<file path="config.mk">
export PLATFORM = sky130hd
export DESIGN_NAME = cra_responder
export DESIGN_NICKNAME = d
export VERILOG_FILES = /design/src/verilog/cra_pkg.sv /design/src/verilog/cra_responder.sv
export VERILOG_INCLUDE_DIRS = /design/src /design/src/verilog
export SDC_FILE = /design/constraint.sdc
export NUM_CORES = 1
export LEC_CHECK = 0
export BUFFER_PORTS_ARGS = -buffer_cell sky130_fd_sc_hd__buf_2
export CORE_MARGIN = 3
export CORE_UTILIZATION = 50
export CTS_BUF_LIST = sky130_fd_sc_hd__clkbuf_8
export DETAILED_ROUTE_END_ITERATION = 10
export PLACE_DENSITY = 0.8
export SLEW_MARGIN = 20
export SYNTH_ARGS = -nofsm -noshare
export SYNTH_HDL_FRONTEND = slang
export SYNTH_SLANG_ARGS = --single-unit
</file>
<file path="constraint.sdc">
create_clock -name clk_sys -period 3.7 [get_ports clk_sys]
set_input_delay 0.185 -clock clk_sys [delete_from_list [all_inputs] [get_ports clk_sys]]
set_output_delay 0.185 -clock clk_sys [all_outputs]
set_load 0.01 [all_outputs]
</file>
<file path="src/verilog/cra_defs.svh">
// Constants for the configuration register access responder.
// Assumes inclusion by bare name; holds definitions only.
`ifndef CRA_DEFS_SVH
`define CRA_DEFS_SVH

// Header control tokens of request messages
`define CRA_TOK_CFG_WR 8'hC0
`define CRA_TOK_CFG_RD 8'hC1
`define CRA_TOK_PER_WR 8'h24
`define CRA_TOK_PER_RD 8'h25
// Reply and closing control tokens
`define CRA_TOK_ACK 8'h03
`define CRA_TOK_NACK 8'h04
`define CRA_TOK_END 8'h01
// Processor status resource identifier layout
`define CRA_PS_TAG 8'h0C
`define CRA_PS_SHIFT 8
// Field lengths in bytes, minus one where used as a last index
`define CRA_DEST_LAST 8'h02
`define CRA_CFG_REG_LAST 8'h01
`define CRA_PER_REG_LAST 8'h00
`define CRA_WORD_BYTES 8'h04
`define CRA_CNT_ZERO 8'h00
`define CRA_CNT_ONE 8'h01

`endif

</file>
<file path="src/verilog/cra_pkg.sv">
// Types shared by the configuration register access responder.
// Assumes nothing beyond a SystemVerilog compiler.
package cra_pkg;

  // One interconnect token: control flag and eight bits
  typedef struct packed {
    logic ctrl;
    logic [7:0] val;
  } cra_tok_s;

  // Register spaces behind the back-end port
  typedef enum logic [1:0] {
    CRA_SP_PS = 2'h0,
    CRA_SP_CFG = 2'h1,
    CRA_SP_PER = 2'h2
  } cra_space_e;

  // One back-end register access
  typedef struct packed {
    logic wr;
    cra_space_e space;
    logic [15:0] addr;
    logic [31:0] wdata;
    logic [7:0] size;
  } cra_req_s;

endpackage : cra_pkg

</file>
<file path="src/verilog/cra_responder.sv">
// Configuration register access responder: parses token-framed read and write
// messages, performs the access on a back-end register port, and answers.
// Also serves processor status reads and writes through the same back-end.
// Assumes the register storage sits outside, behind reg_req/reg_ack.
`timescale 1ns/100ps
`default_nettype none
`include "cra_defs.svh"

// Notes on behaviour
// - PS read/write moves one full word.
// - Config write: 192, reply id, reg16, data32, 1.
// - Config read: 193, reply id, reg16, 1.
// - Peripheral write: 36, id, reg8, size, data, 1.
// - Peripheral read: 37, id, reg8, size8, 1.
// - Write reply is 3,1 on success, 4,1 failure.
// - Config read reply 3, data32, 1; else 4,1.
// - Peripheral read reply 3, data, 1; else 4,1.
module cra_responder
  import cra_pkg::*;
(
  // Clock and reset
  input wire logic clk_sys,
  input wire logic nrst,
  // Incoming request tokens
  input wire logic tok_in_valid,
  input wire cra_tok_s tok_in,
  output logic tok_in_ready,
  // Outgoing reply tokens and their destination
  output logic tok_out_valid,
  output cra_tok_s tok_out,
  input wire logic tok_out_ready,
  output logic [23:0] reply_dest,
  // Processor status access
  input wire logic ps_valid,
  input wire logic ps_wr,
  input wire logic [31:0] ps_rid,
  input wire logic [31:0] ps_wdata,
  output logic ps_ready,
  output logic ps_done,
  output logic ps_err,
  output logic [31:0] ps_rdata,
  // Back-end register port
  output logic reg_req,
  output cra_req_s reg_out,
  input wire logic reg_ack,
  input wire logic reg_err,
  input wire logic [31:0] reg_rdata
);

  typedef enum logic [3:0] {ST_IDLE = 4'h0, ST_DEST = 4'h1, ST_REG = 4'h2, ST_SIZE = 4'h3, ST_DATA = 4'h4,
    ST_TAIL = 4'h5, ST_ACCESS = 4'h6, ST_HDR = 4'h7, ST_SEND = 4'h8, ST_CLOSE = 4'h9} cra_st_e;
  typedef enum logic [1:0] {K_CFG_WR = 2'h0, K_CFG_RD = 2'h1, K_PER_WR = 2'h2, K_PER_RD = 2'h3} cra_kind_e;
  typedef enum logic [1:0] {BK_IDLE = 2'h0, BK_MSG = 2'h1, BK_PS = 2'h2} cra_bk_e;

  cra_st_e st_r, st_nxt;
  cra_kind_e kind_r, kind_nxt;
  cra_bk_e bk_r, bk_nxt;
  logic [7:0] cnt_r, cnt_nxt;
  logic [23:0] dest_r, dest_nxt;
  logic [15:0] addr_r, addr_nxt;
  logic [7:0] size_r, size_nxt;
  logic [31:0] wdata_r, wdata_nxt;
  logic [31:0] rdata_r, rdata_nxt;
  logic bad_r, bad_nxt;
  logic ok_r, ok_nxt;
  cra_req_s ps_req_r;
  logic ps_done_r, ps_err_r;
  logic [31:0] ps_rdata_r;

  function automatic logic is_header(input logic [7:0] v);
    is_header = (v == `CRA_TOK_CFG_WR) || (v == `CRA_TOK_CFG_RD) ||
                (v == `CRA_TOK_PER_WR) || (v == `CRA_TOK_PER_RD);
  endfunction : is_header

  ////////////////////////////////////////////////////////////////////////////
  wire logic receiving = (st_r <= ST_TAIL);
  wire logic take = tok_in_valid && tok_in_ready;
  wire logic take_data = take && !tok_in.ctrl;
  wire logic take_end = take && tok_in.ctrl && (tok_in.val == `CRA_TOK_END);
  wire logic take_other_ctrl = take && tok_in.ctrl && (tok_in.val != `CRA_TOK_END);
  wire logic is_wr = !kind_r[0];
  wire logic is_per = kind_r[1];
  wire cra_kind_e hdr_kind =
    (tok_in.val == `CRA_TOK_CFG_WR) ? K_CFG_WR :
    (tok_in.val == `CRA_TOK_CFG_RD) ? K_CFG_RD :
    (tok_in.val == `CRA_TOK_PER_WR) ? K_PER_WR : K_PER_RD;
  wire logic [7:0] data_len = is_per ? size_r : `CRA_WORD_BYTES;
  wire logic [7:0] cnt_inc = cnt_r + `CRA_CNT_ONE;
  wire logic [7:0] reg_last = is_per ? `CRA_PER_REG_LAST : `CRA_CFG_REG_LAST;
  // Peripheral transfers beyond one word cannot be carried by the back-end
  wire logic size_bad = is_per && (size_r > `CRA_WORD_BYTES);
  wire logic [4:0] align_sh = {3'(`CRA_WORD_BYTES - data_len), 2'b00};
  wire logic [5:0] align_bits = {align_sh, 1'b0};
  wire logic ps_tag_ok = (ps_rid[7:0] == `CRA_PS_TAG);
  wire logic [15:0] ps_num = ps_rid[`CRA_PS_SHIFT +: 16];
  wire logic ps_take = ps_valid && ps_ready;
  wire logic msg_ack = reg_ack && (bk_r == BK_MSG);
  wire logic ps_ack = reg_ack && (bk_r == BK_PS);

  assign tok_in_ready = receiving;
  // A message waiting for the back-end takes precedence over a new PS access
  assign ps_ready = (bk_r == BK_IDLE) && (st_r != ST_ACCESS);
  assign reg_req = (bk_r != BK_IDLE);
  assign reg_out = (bk_r == BK_PS) ? ps_req_r :
    '{wr: is_wr, space: is_per ? CRA_SP_PER : CRA_SP_CFG, addr: addr_r, wdata: wdata_r, size: size_r};
  assign tok_out_valid = (st_r == ST_HDR) || (st_r == ST_SEND) || (st_r == ST_CLOSE);
  assign tok_out = '{ctrl: st_r != ST_SEND, val: (st_r == ST_SEND) ? rdata_r[31:24] :
    (st_r == ST_HDR) ? (ok_r ? `CRA_TOK_ACK : `CRA_TOK_NACK) : `CRA_TOK_END};
  assign reply_dest = dest_r;
  assign ps_done = ps_done_r;
  assign ps_err = ps_err_r;
  assign ps_rdata = ps_rdata_r;

  ////////////////////////////////////////////////////////////////////////////
  always_comb begin
    st_nxt = st_r;
    kind_nxt = kind_r;
    {cnt_nxt, dest_nxt, addr_nxt, size_nxt, wdata_nxt, rdata_nxt, bad_nxt, ok_nxt} =
      {cnt_r, dest_r, addr_r, size_r, wdata_r, rdata_r, bad_r, ok_r};
    if (st_r != ST_IDLE && receiving && take_other_ctrl) begin
      bad_nxt = 1'b1;
    end
    // Closing token ends the message wherever it falls; early means failure
    if (st_r != ST_IDLE && receiving && take_end) begin
      ok_nxt = 1'b0;
      st_nxt = (bad_r || st_r != ST_TAIL || size_bad) ? ST_HDR : ST_ACCESS;
    end
    unique case (st_r)
      ST_IDLE: begin
        // Stray tokens between messages are dropped
        if (take && tok_in.ctrl && is_header(tok_in.val)) begin
          kind_nxt = hdr_kind;
          cnt_nxt = `CRA_CNT_ZERO;
          bad_nxt = 1'b0;
          size_nxt = `CRA_WORD_BYTES;
          st_nxt = ST_DEST;
        end
      end
      ST_DEST: begin
        if (take_data) begin
          dest_nxt = {dest_r[15:0], tok_in.val};
          cnt_nxt = cnt_inc;
          if (cnt_r == `CRA_DEST_LAST) begin
            cnt_nxt = `CRA_CNT_ZERO;
            st_nxt = ST_REG;
          end
        end
      end
      ST_REG: begin
        if (take_data) begin
          addr_nxt = {addr_r[7:0], tok_in.val};
          cnt_nxt = cnt_inc;
          if (cnt_r == reg_last) begin
            cnt_nxt = `CRA_CNT_ZERO;
            if (is_per) begin
              addr_nxt = {8'h00, tok_in.val};
              st_nxt = ST_SIZE;
            end else begin
              st_nxt = is_wr ? ST_DATA : ST_TAIL;
            end
          end
        end
      end
      ST_SIZE: begin
        if (take_data) begin
          size_nxt = tok_in.val;
          st_nxt = (is_wr && tok_in.val != `CRA_CNT_ZERO) ? ST_DATA : ST_TAIL;
        end
      end
      ST_DATA: begin
        if (take_data) begin
          wdata_nxt = {wdata_r[23:0], tok_in.val};
          cnt_nxt = cnt_inc;
          if (cnt_inc == data_len) begin
            st_nxt = ST_TAIL;
          end
        end
      end
      ST_TAIL: begin
        if (take_data) begin
          bad_nxt = 1'b1;
        end
      end
      ST_ACCESS: begin
        if (msg_ack) begin
          ok_nxt = !reg_err;
          // First reply byte lands in the top lane
          rdata_nxt = reg_rdata << align_bits;
          st_nxt = ST_HDR;
        end
      end
      ST_HDR: begin
        if (tok_out_ready) begin
          cnt_nxt = `CRA_CNT_ZERO;
          st_nxt = (ok_r && !is_wr && data_len != `CRA_CNT_ZERO) ? ST_SEND : ST_CLOSE;
        end
      end
      ST_SEND: begin
        if (tok_out_ready) begin
          rdata_nxt = {rdata_r[23:0], 8'h00};
          cnt_nxt = cnt_inc;
          if (cnt_inc == data_len) begin
            st_nxt = ST_CLOSE;
          end
        end
      end
      ST_CLOSE: begin
        if (tok_out_ready) begin
          st_nxt = ST_IDLE;
        end
      end
      default: st_nxt = ST_IDLE;
    endcase
  end

  ////////////////////////////////////////////////////////////////////////////
  always_comb begin
    bk_nxt = bk_r;
    unique case (bk_r)
      BK_IDLE: bk_nxt = (st_r == ST_ACCESS) ? BK_MSG : (ps_take && ps_tag_ok) ? BK_PS : BK_IDLE;
      BK_MSG, BK_PS: bk_nxt = reg_ack ? BK_IDLE : bk_r;
      default: bk_nxt = BK_IDLE;
    endcase
  end

  always_ff @(posedge clk_sys) begin
    if (!nrst) begin
      st_r <= ST_IDLE;
      kind_r <= K_CFG_WR;
      bk_r <= BK_IDLE;
      {cnt_r, dest_r, addr_r, wdata_r, rdata_r, bad_r, ok_r} <= '0;
      size_r <= `CRA_WORD_BYTES;
    end else begin
      st_r <= st_nxt;
      kind_r <= kind_nxt;
      bk_r <= bk_nxt;
      {cnt_r, dest_r, addr_r, size_r, wdata_r, rdata_r, bad_r, ok_r} <=
        {cnt_nxt, dest_nxt, addr_nxt, size_nxt, wdata_nxt, rdata_nxt, bad_nxt, ok_nxt};
    end
  end

  ////////////////////////////////////////////////////////////////////////////
  always_ff @(posedge clk_sys) begin
    if (!nrst) begin
      ps_req_r <= '0;
      ps_done_r <= 1'b0;
      ps_err_r <= 1'b0;
      ps_rdata_r <= 32'h00000000;
    end else begin
      ps_done_r <= ps_ack || (ps_take && !ps_tag_ok);
      if (ps_take) begin
        ps_req_r <= '{wr: ps_wr, space: CRA_SP_PS, addr: ps_num, wdata: ps_wdata, size: `CRA_WORD_BYTES};
        ps_err_r <= !ps_tag_ok;
      end
      if (ps_ack) begin
        ps_err_r <= reg_err;
        ps_rdata_r <= reg_rdata;
      end
    end
  end

  ////////////////////////////////////////////////////////////////////////////
  a_ps_bad_tag: assert property (@(posedge clk_sys) disable iff (!nrst)
    ps_take && !ps_tag_ok |=> ps_done && ps_err && !reg_req) else $error("bad PS tag not refused");
  a_ps_reg_number: assert property (@(posedge clk_sys) disable iff (!nrst)
    ps_take && ps_tag_ok |=> reg_req && reg_out.space == CRA_SP_PS && reg_out.addr == 16'($past(ps_rid) >> 8))
    else $error("PS access to wrong register");
  a_write_kind: assert property (@(posedge clk_sys) disable iff (!nrst)
    reg_req && bk_r == BK_MSG |-> reg_out.wr == (kind_r == K_CFG_WR || kind_r == K_PER_WR))
    else $error("access direction mismatches header");
  a_early_end_nack: assert property (@(posedge clk_sys) disable iff (!nrst)
    st_r != ST_IDLE && st_r != ST_TAIL && take_end |=> tok_out_valid && tok_out.val == `CRA_TOK_NACK)
    else $error("truncated message not refused");
  a_ok_ack_token: assert property (@(posedge clk_sys) disable iff (!nrst)
    msg_ack && !reg_err |=> tok_out_valid && tok_out.ctrl && tok_out.val == `CRA_TOK_ACK)
    else $error("success reply not token 3");
  a_err_nack_token: assert property (@(posedge clk_sys) disable iff (!nrst)
    msg_ack && reg_err |=> tok_out_valid && tok_out.ctrl && tok_out.val == `CRA_TOK_NACK)
    else $error("failure reply not token 4");
  a_nack_then_end: assert property (@(posedge clk_sys) disable iff (!nrst)
    st_r == ST_HDR && !ok_r && tok_out_ready |=> tok_out_valid && tok_out.ctrl && tok_out.val == `CRA_TOK_END)
    else $error("failure reply not closed by token 1");
  a_cfg_read_bytes: assert property (@(posedge clk_sys) disable iff (!nrst)
    st_r == ST_HDR && ok_r && kind_r == K_CFG_RD && tok_out_ready |=> st_r == ST_SEND && cnt_r == 8'h00)
    else $error("config read data not sent");
  a_dest_stable: assert property (@(posedge clk_sys) disable iff (!nrst)
    tok_out_valid |-> !tok_in_ready && $stable(reply_dest)) else $error("reply before close or dest moved");

endmodule : cra_responder
`default_nettype wire

</file>
==> results of run 1 <==
==> layout make-up <==
class	instances	area, um2
well taps	265	331.6
clock buffers	45	619.3
clock inverters	19	115.1
fillers	1594	6705
multi-input cells	940	5395
diodes	1	2.502
inverters	10	38.79
flip-flops and latches	214	4284
repair buffers	336	2162
==> path summary, 6_finish.rpt <==
path	end	slack [ns]	startpoint	depth (start not counted)
max	rdata_r[12]$_SDFFE_PN0P_	0.65	st_r[1]$_SDFF_PN0_	7
min	addr_r[0]$_SDFFE_PN0P_	0.05	tok_in[0]	3
max reg2reg	rdata_r[12]$_SDFFE_PN0P_	0.65	st_r[1]$_SDFF_PN0_	7
min reg2reg	reply_dest[19]$_SDFFE_PN0P_	0.45	reply_dest[19]$_SDFFE_PN0P_	2
==> routing by layer <==
layer	global-route usage (%)	vias to the layer above
li1	-	4872
met1	35.46	4862
met2	49.83	468
met3	6.101	92
met4	12.79	0
met5	0	-
==> synthesized netlist by cell type, types with 3 or more instances <==
| library cell | count | share of area (%) |
|---|---|---|
| o211ai_1 | 16 | 1.2 |
| nor3_1 | 12 | 0.60 |
| xor2_1 | 7 | 0.61 |
| a21boi_0 | 62 | 4.6 |
| buf_1 | 5 | 0.19 |
| nor2b_1 | 23 | 1.4 |
| xnor2_1 | 6 | 0.52 |
| and2_1 | 10 | 0.62 |
| buf_2 | 12 | 0.60 |
| or3_1 | 8 | 0.50 |
| a21oi_1 | 123 | 6.1 |
| a22oi_1 | 14 | 1.0 |
| a21o_1 | 3 | 0.22 |
| or2_2 | 3 | 0.19 |
| nand2_1 | 354 | 13 |
| and3_1 | 4 | 0.25 |
| a31oi_1 | 7 | 0.43 |
| o22ai_1 | 8 | 0.50 |
| mux2_2 | 58 | 6.5 |
| nand4_1 | 4 | 0.25 |
| nand3_1 | 17 | 0.84 |
| a311oi_1 | 4 | 0.35 |
| mux2i_1 | 17 | 1.7 |
| nor2_1 | 48 | 1.8 |
| o21ai_0 | 48 | 2.4 |
| clkbuf_1 | 74 | 2.8 |
| nor4_1 | 4 | 0.25 |
| inv_1 | 10 | 0.37 |
| ha_1 | 6 | 0.75 |
| o211a_1 | 7 | 0.70 |
| dfxtp_1 | 214 | 43 |
| nand2b_1 | 15 | 0.93 |
| a211o_1 | 3 | 0.26 |
==> registers in the layout (all words and copies together) (netlist names) <==
| register | cells |
|---|---|
| kind_r | 2 |
| cnt_r | 8 |
| ps_rdata | 32 |
| ps_err | 1 |
| st_r | 4 |
| bk_r | 2 |
| addr_r | 16 |
| wdata_r | 32 |
| reply_dest | 24 |
| bad_r | 1 |
| ps_done | 1 |
| ps_req_r | 50 |
| ok_r | 1 |
| rdata_r | 32 |
| size_r | 8 |
==> cells by family after synthesis <==
| kind of cell | count (synthesis) | synth area share [%] |
|---|---|---|
| AO/OA/AOI/OAI | 320 | 20.08 |
| buffers and inverters | 103 | 4.098 |
| AND/OR/NAND/NOR | 524 | 23.00 |
| adder cells (fa/ha/maj) | 7 | 0.8444 |
| multiplexers | 75 | 8.171 |
| XOR/XNOR | 14 | 1.291 |
| flip-flops | 214 | 42.52 |
==> layout by cell type, fill, tap and decap left out, drive strengths merged, types with 4 or more instances in the layout <==
| cell | instances |
|---|---|
| xor2 | 8 |
| o22ai | 8 |
| nand2b | 17 |
| o211ai | 16 |
| nor3 | 13 |
| or3 | 8 |
| mux2 | 58 |
| ha | 6 |
| nor2b | 23 |
| xnor2 | 6 |
| nor4 | 4 |
| a311oi | 4 |
| nand3 | 19 |
| a31oi | 7 |
| a22oi | 14 |
| mux2i | 17 |
| clkinv | 8 |
| clkbuf | 45 |
| and3 | 5 |
| nand4 | 4 |
| a21oi | 124 |
| o211a | 7 |
| nor2 | 48 |
| nand2 | 354 |
| or2 | 4 |
| inv | 19 |
| a21boi | 63 |
| buf | 247 |
| o21ai | 49 |
| and2 | 10 |
| dlygate4sd3 | 89 |
| dfxtp | 214 |
==> report_power, final <==
group / switching [mW] / leakage, nW / internal (mW) / total [mW]
clock network: 0.964 / 0.418 / 1.17 / 2.14
logic: 0.167 / 3.37 / 0.152 / 0.319
registers: 0.0166 / 1.73 / 2.34 / 2.35
total: 1.15 / 5.52 / 3.66 / 4.81
==> worst min-delay path: stages <==
cell and delay, ns:
buf_2 0.18, nand2_1 0.08, a21oi_1 0.06
==> what timing repair did <==
action	in CTS	in global routing
hold buffers	89	0
resized for setup	0	0
hold endpoints to repair	102	0
==> through the flow <==
stage | setup slack [ns] | util (%) | std cells | area, um2
after detailed placement | 0.6590 | 57.59 | 1676 | 11320
after CTS | 0.6673 | 65.86 | 1829 | 12940
after global placement | 0.8105 | 57.59 | 1676 | 11320
after global routing | 0.3732 | 65.88 | 1830 | 12950
final | 0.6481 | 65.88 | 1830 | 12950
after floorplan | 1.062 | - | 1257 | 10080
==> results.py, run 1 <==
metrics = {
    "global_route": {
        "grt_pass1_vias": 10130,
        "grt_overflow_total": 0,
        "track_usage_pct": 29.11,
        "antenna_found_initial": 1,
        "grt_pass1_wl_um": 52070,
        "grt_max_degree": 114,
    },
    "route": {
        "wl_met3_um": 2442,
        "wirelength_um": 33290,
        "firstDrtPassIters": 5,
        "met1_length_um": 13420,
        "drc": 0,
        "drtIter0Drc": 713,
        "num_vias": 10290,
        "wl_met2_um": 16050,
        "via_per_inst": 5.625,
        "ant_nets": 0,
        "avgRoutedWirePerCell_um": 18.19,
        "dr.max_layer_used": "met4",
    },
    "sta": {
        "final.setup.tns_ns": 0,
        "period_share_pct": 82.48,
        "setup_violations": 0,
        "slew_viol_final": 0,
        "max_freq_mhz": 327.7,
        "clock_skew_ns": 0.01914,
        "tightest_slew_ns": 1.078,
        "finalCriticalPeriod_ns": 3.052,
        "relSlewSlack_pct": 28.15,
        "rsz0062_at_grt": "false",
        "finalHoldViolCount": 0,
        "whs_ns": 0.04737,
    },
    "synth": {
        "async_flop_share_pct": 0,
        "synth_flop_cell": "dfxtp_1",
        "syn_area_per_cell_um2": 8.016,
        "syn_area_mm2": 0.01008,
        "yosysWarnings": 0,
        "synth.ff_latch_count": 214,
        "syn_inst": 1257,
        "synth_edf_count": 0,
        "yosysSeqAreaShare_pct": 42.52,
        "ys_types": 73,
        "syn-num-nets": 1376,
    },
    "clock_network": {
        "cts_tree": "done",
        "post_cts_buffers": 0,
        "h-tree-depth": 2,
        "clock_sinks": 214,
        "numCtsBuffers": 36,
        "clockBufferDepth": 3,
        "clk_pin_slew_ns": 0.06,
        "clock_latency_ns": 0.52,
        "root_buffer": "clkbuf_8",
    },
    "critical_path": {
        "critPathRequiredTime_ns": 4.10,
        "crit_chain": "or2_2 -> nor2_1 -> buf_4 -> nand2_1 -> nand2_1 -> o211ai_1 -> o211a_1",
        "crit_slowest_cell": "nand2_1",
        "critPathKind": "reg -> reg",
        "cp_num_buf_inv": 1,
        "crit_top_cell": "nand2_1",
        "startpoint_type": "flip-flop",
        "slowest_delay_ns": 0.85,
        "cp_top_family": "simple AND/OR/NAND/NOR gates",
        "cp.arrival_ns": 3.46,
        "critical_path.max_fanout": 32,
        "endpoint_kind": "flip-flop",
    },
    "placed_design": {
        "dp_hpwl_um": 21000,
        "io_buffers": 234,
        "gp_congestion": 0.8972,
    },
    "job": {
        "cap_viol_max_count": 0,
    },
    "worst_hold_path": {
        "min_path_type": "in -> reg",
    },
    "floorplanning": {
        "rows": 51,
        "num_io_pins": 243,
        "die_y_um": 148.0,
        "die_x_um": 148.0,
        "core_area_mm2": 0.01965,
        "initial_core_util_pct": 51.27,
        "die_area_mm2": 0.02189,
    },
    "layout": {
        "area_growth_pct": 28.51,
        "drive_gt1_share_pct": 24.36,
        "nets": 1657,
    },
    "power_and_ir_drop": {
        "vdd.ir_drop.worst_mv": 0.4328,
        "power_density_mw_per_mm2": 371.3,
        "power_leakage_nw": 5.519,
        "power_mw": 4.808,
    },
    "run_status": {
        "outcome": "completed",
    },
}
(Power assumes the default switching activity.)
==> run 2: changes to the inputs <==
--- a/config.mk
+++ b/config.mk
@@ -11,7 +11,7 @@
 export CORE_UTILIZATION = 50
 export CTS_BUF_LIST = sky130_fd_sc_hd__clkbuf_8
 export DETAILED_ROUTE_END_ITERATION = 10
-export PLACE_DENSITY = 0.8
+export PLACE_DENSITY = 0.83
 export SLEW_MARGIN = 20
 export SYNTH_ARGS = -nofsm -noshare
 export SYNTH_HDL_FRONTEND = slang
==> constraint.sdc (replaced) <==
create_clock -name clk_sys -period 2.6 [get_ports clk_sys]
set_input_delay 0.13 -clock clk_sys [delete_from_list [all_inputs] [get_ports clk_sys]]
set_output_delay 0.13 -clock clk_sys [all_outputs]
set_load 0.01 [all_outputs]
==> run 2 against run 1 <==
Final cell count up 1.7%. Global-route usage up 1.1 points. Combinational power up 49%. Critical endpoint is now reg_out[27].
==> results.py, run 2 (synthesis gave the netlist of run 1 again) <==
metrics = {
    "run_status": {
        "outcome": "completed",
    },
    "route": {
        "drtIter0Drc": 742,
        "ant_nets": 0,
        "firstDrtPassIters": 5,
        "num_vias": 10580,
        "via_per_inst": 5.684,
        "drc": 0,
        "avgRoutedWirePerCell_um": 18.41,
        "wirelength_um": 34270,
    },
    "global_route": {
        "antenna_found_initial": 4,
        "grt.busiest_layer": "met2",
        "grt_overflow_total": 0,
        "grt_max_degree": 71,
        "grt_pass1_vias": 10570,
        "gr-usage-met1_pct": 36.59,
        "track_usage_pct": 30.21,
        "grt.met3_usage_pct": 5.978,
        "gr-usage-met2_pct": 50.58,
        "grt_pass1_wl_um": 54170,
    },
    "clock_network": {
        "clockBufferDepth": 3,
        "root_buffer": "clkbuf_8",
        "clock_latency_ns": 0.52,
        "clock_sinks": 214,
        "clk_pin_slew_ns": 0.06,
        "post_cts_buffers": 0,
        "cts_tree": "done",
        "numCtsBuffers": 38,
        "h-tree-depth": 2,
    },
    "floorplanning": {
        "initial_core_util_pct": 51.27,
        "die_y_um": 148.0,
        "num_io_pins": 243,
        "die_area_mm2": 0.02189,
        "core_area_mm2": 0.01965,
        "die_x_um": 148.0,
        "rows": 51,
    },
    "layout": {
        "nets": 1687,
        "area_growth_pct": 31.83,
        "drive_gt1_share_pct": 25.85,
        "filler_cell_count": 1538,
        "regMostFlops": "ps_req_r",
        "layout_common_cells": "nand2_1 (354), buf_2 (234), dfxtp_1 (214)",
        "largest_reg_flops": 50,
        "final_common_cell": "nand2_1",
    },
    "power_and_ir_drop": {
        "power_density_mw_per_mm2": 537.8,
        "power_leakage_nw": 5.697,
        "vdd.ir_drop.worst_mv": 0.4557,
    },
    "sta": {
        "final.setup.tns_ns": 0,
        "setup_violations": 0,
        "whs_ns": 0.04389,
        "finalCriticalPeriod_ns": 2.435,
        "relSlewSlack_pct": 52.56,
        "max_freq_mhz": 410.7,
        "finalHoldViolCount": 0,
        "final.setup.worst_slack_ns": 0.1654,
        "tightest_slew_ns": 0.7062,
        "period_share_pct": 93.64,
        "rsz0062_at_grt": "false",
        "slew_viol_final": 0,
        "clock_skew_ns": 0.01651,
    },
    "critical_path": {
        "critPathRequiredTime_ns": 2.47,
        "slowest_delay_ns": 0.49,
        "r2r_slack_ns": 0.18,
        "cp_top_family": "buffers and inverters",
        "cp_num_buf_inv": 3,
        "cp.arrival_ns": 2.30,
        "endpoint_kind": "output port",
        "startpoint_type": "flip-flop",
        "crit_slowest_cell": "ha_2",
        "critical_path.max_fanout": 16,
        "critPathKind": "reg -> out",
        "crit_chain": "inv_1 -> ha_2 -> buf_4 -> mux2_2 -> buf_2",
    },
    "worst_hold_path": {
        "min_path_type": "in -> reg",
    },
    "job": {
        "cap_viol_max_count": 0,
    },
    "placed_design": {
        "io_buffers": 234,
        "dp_hpwl_um": 21730,
        "post-place-ws_ns": 0.1809,
        "gp_congestion": 0.9320,
    },
}
run 2: cell count changes in the layout (fill, tap and decap cells not counted), sizes merged:
cell         before  now
diode             1    2
clkinv            8    5
dlygate4sd3      89   91
buf             247  273
inv              19   16
clkbuf           45   53
run 2: stage by stage:
step,cell area [um2],power [mW],utilization [%],std cells
3_5_place_dp,11550,3.766,58.76,1702
6_report,13280,7.143,67.58,1861
4_1_cts,13270,7.133,67.53,1859
3_3_place_gp,11550,3.756,58.76,1702
2_1_floorplan,10080,3.573,-,1257
5_1_grt,13280,7.357,67.58,1861
run 2: where the power goes:
group / internal (mW) / switching, mW / total, mW
registers: 3.32 / 0.0243 / 3.35
clock network: 1.90 / 1.42 / 3.32
logic: 0.225 / 0.248 / 0.474
run 2: what timing repair did:
item | 4_1_cts | 5_1_grt
hold buffers | 91 | 0
gates resized for setup | 0 | 2
setup endpoints to repair | 0 | 3
hold endpoints to repair | 122 | 0
run 2: cell type report:
| class | instances | area, um2 | share of cell area (%) |
|---|---|---|---|
| flip-flops and latches | 214 | 4284 | 32.25 |
| clock buffers | 53 | 729.5 | 5.492 |
| clock inverters | 13 | 83.83 | 0.6311 |
| multi-input cells | 940 | 5398 | 40.64 |
| diodes | 2 | 5.005 | 0.03768 |
| well taps | 265 | 331.6 | 2.496 |
| inverters | 10 | 38.79 | 0.2920 |
| repair buffers | 364 | 2412 | 18.16 |
run 2: worst min-delay path, cell delays in order:
cell	delay, ns
buf_2	0.15
nor2b_1	0.09
nand2_1	0.07
a21boi_0	0.06
run 2: worst paths after layout:
path | startpoint | end | cells after the start
max | bk_r[0]$_SDFFE_PN0P_ | reg_out[27] | 5
min | reg_ack | bk_r[0]$_SDFFE_PN0P_ | 4
max reg2reg | cnt_r[1]$_SDFFE_PN0P_ | st_r[1]$_SDFF_PN0_ | 7
min reg2reg | ps_rdata[21]$_SDFFE_PN0P_ | ps_rdata[21]$_SDFFE_PN0P_ | 2
run 2: per-layer routing:
| layer | part of all wire (%) | vias up |
|---|---|---|
| met4 | 5.3 | 2 |
| met1 | 39 | 4931 |
| li1 | - | 4922 |
| met5 | 0.038 | - |
| met3 | 8.3 | 139 |
| met2 | 47 | 584 |
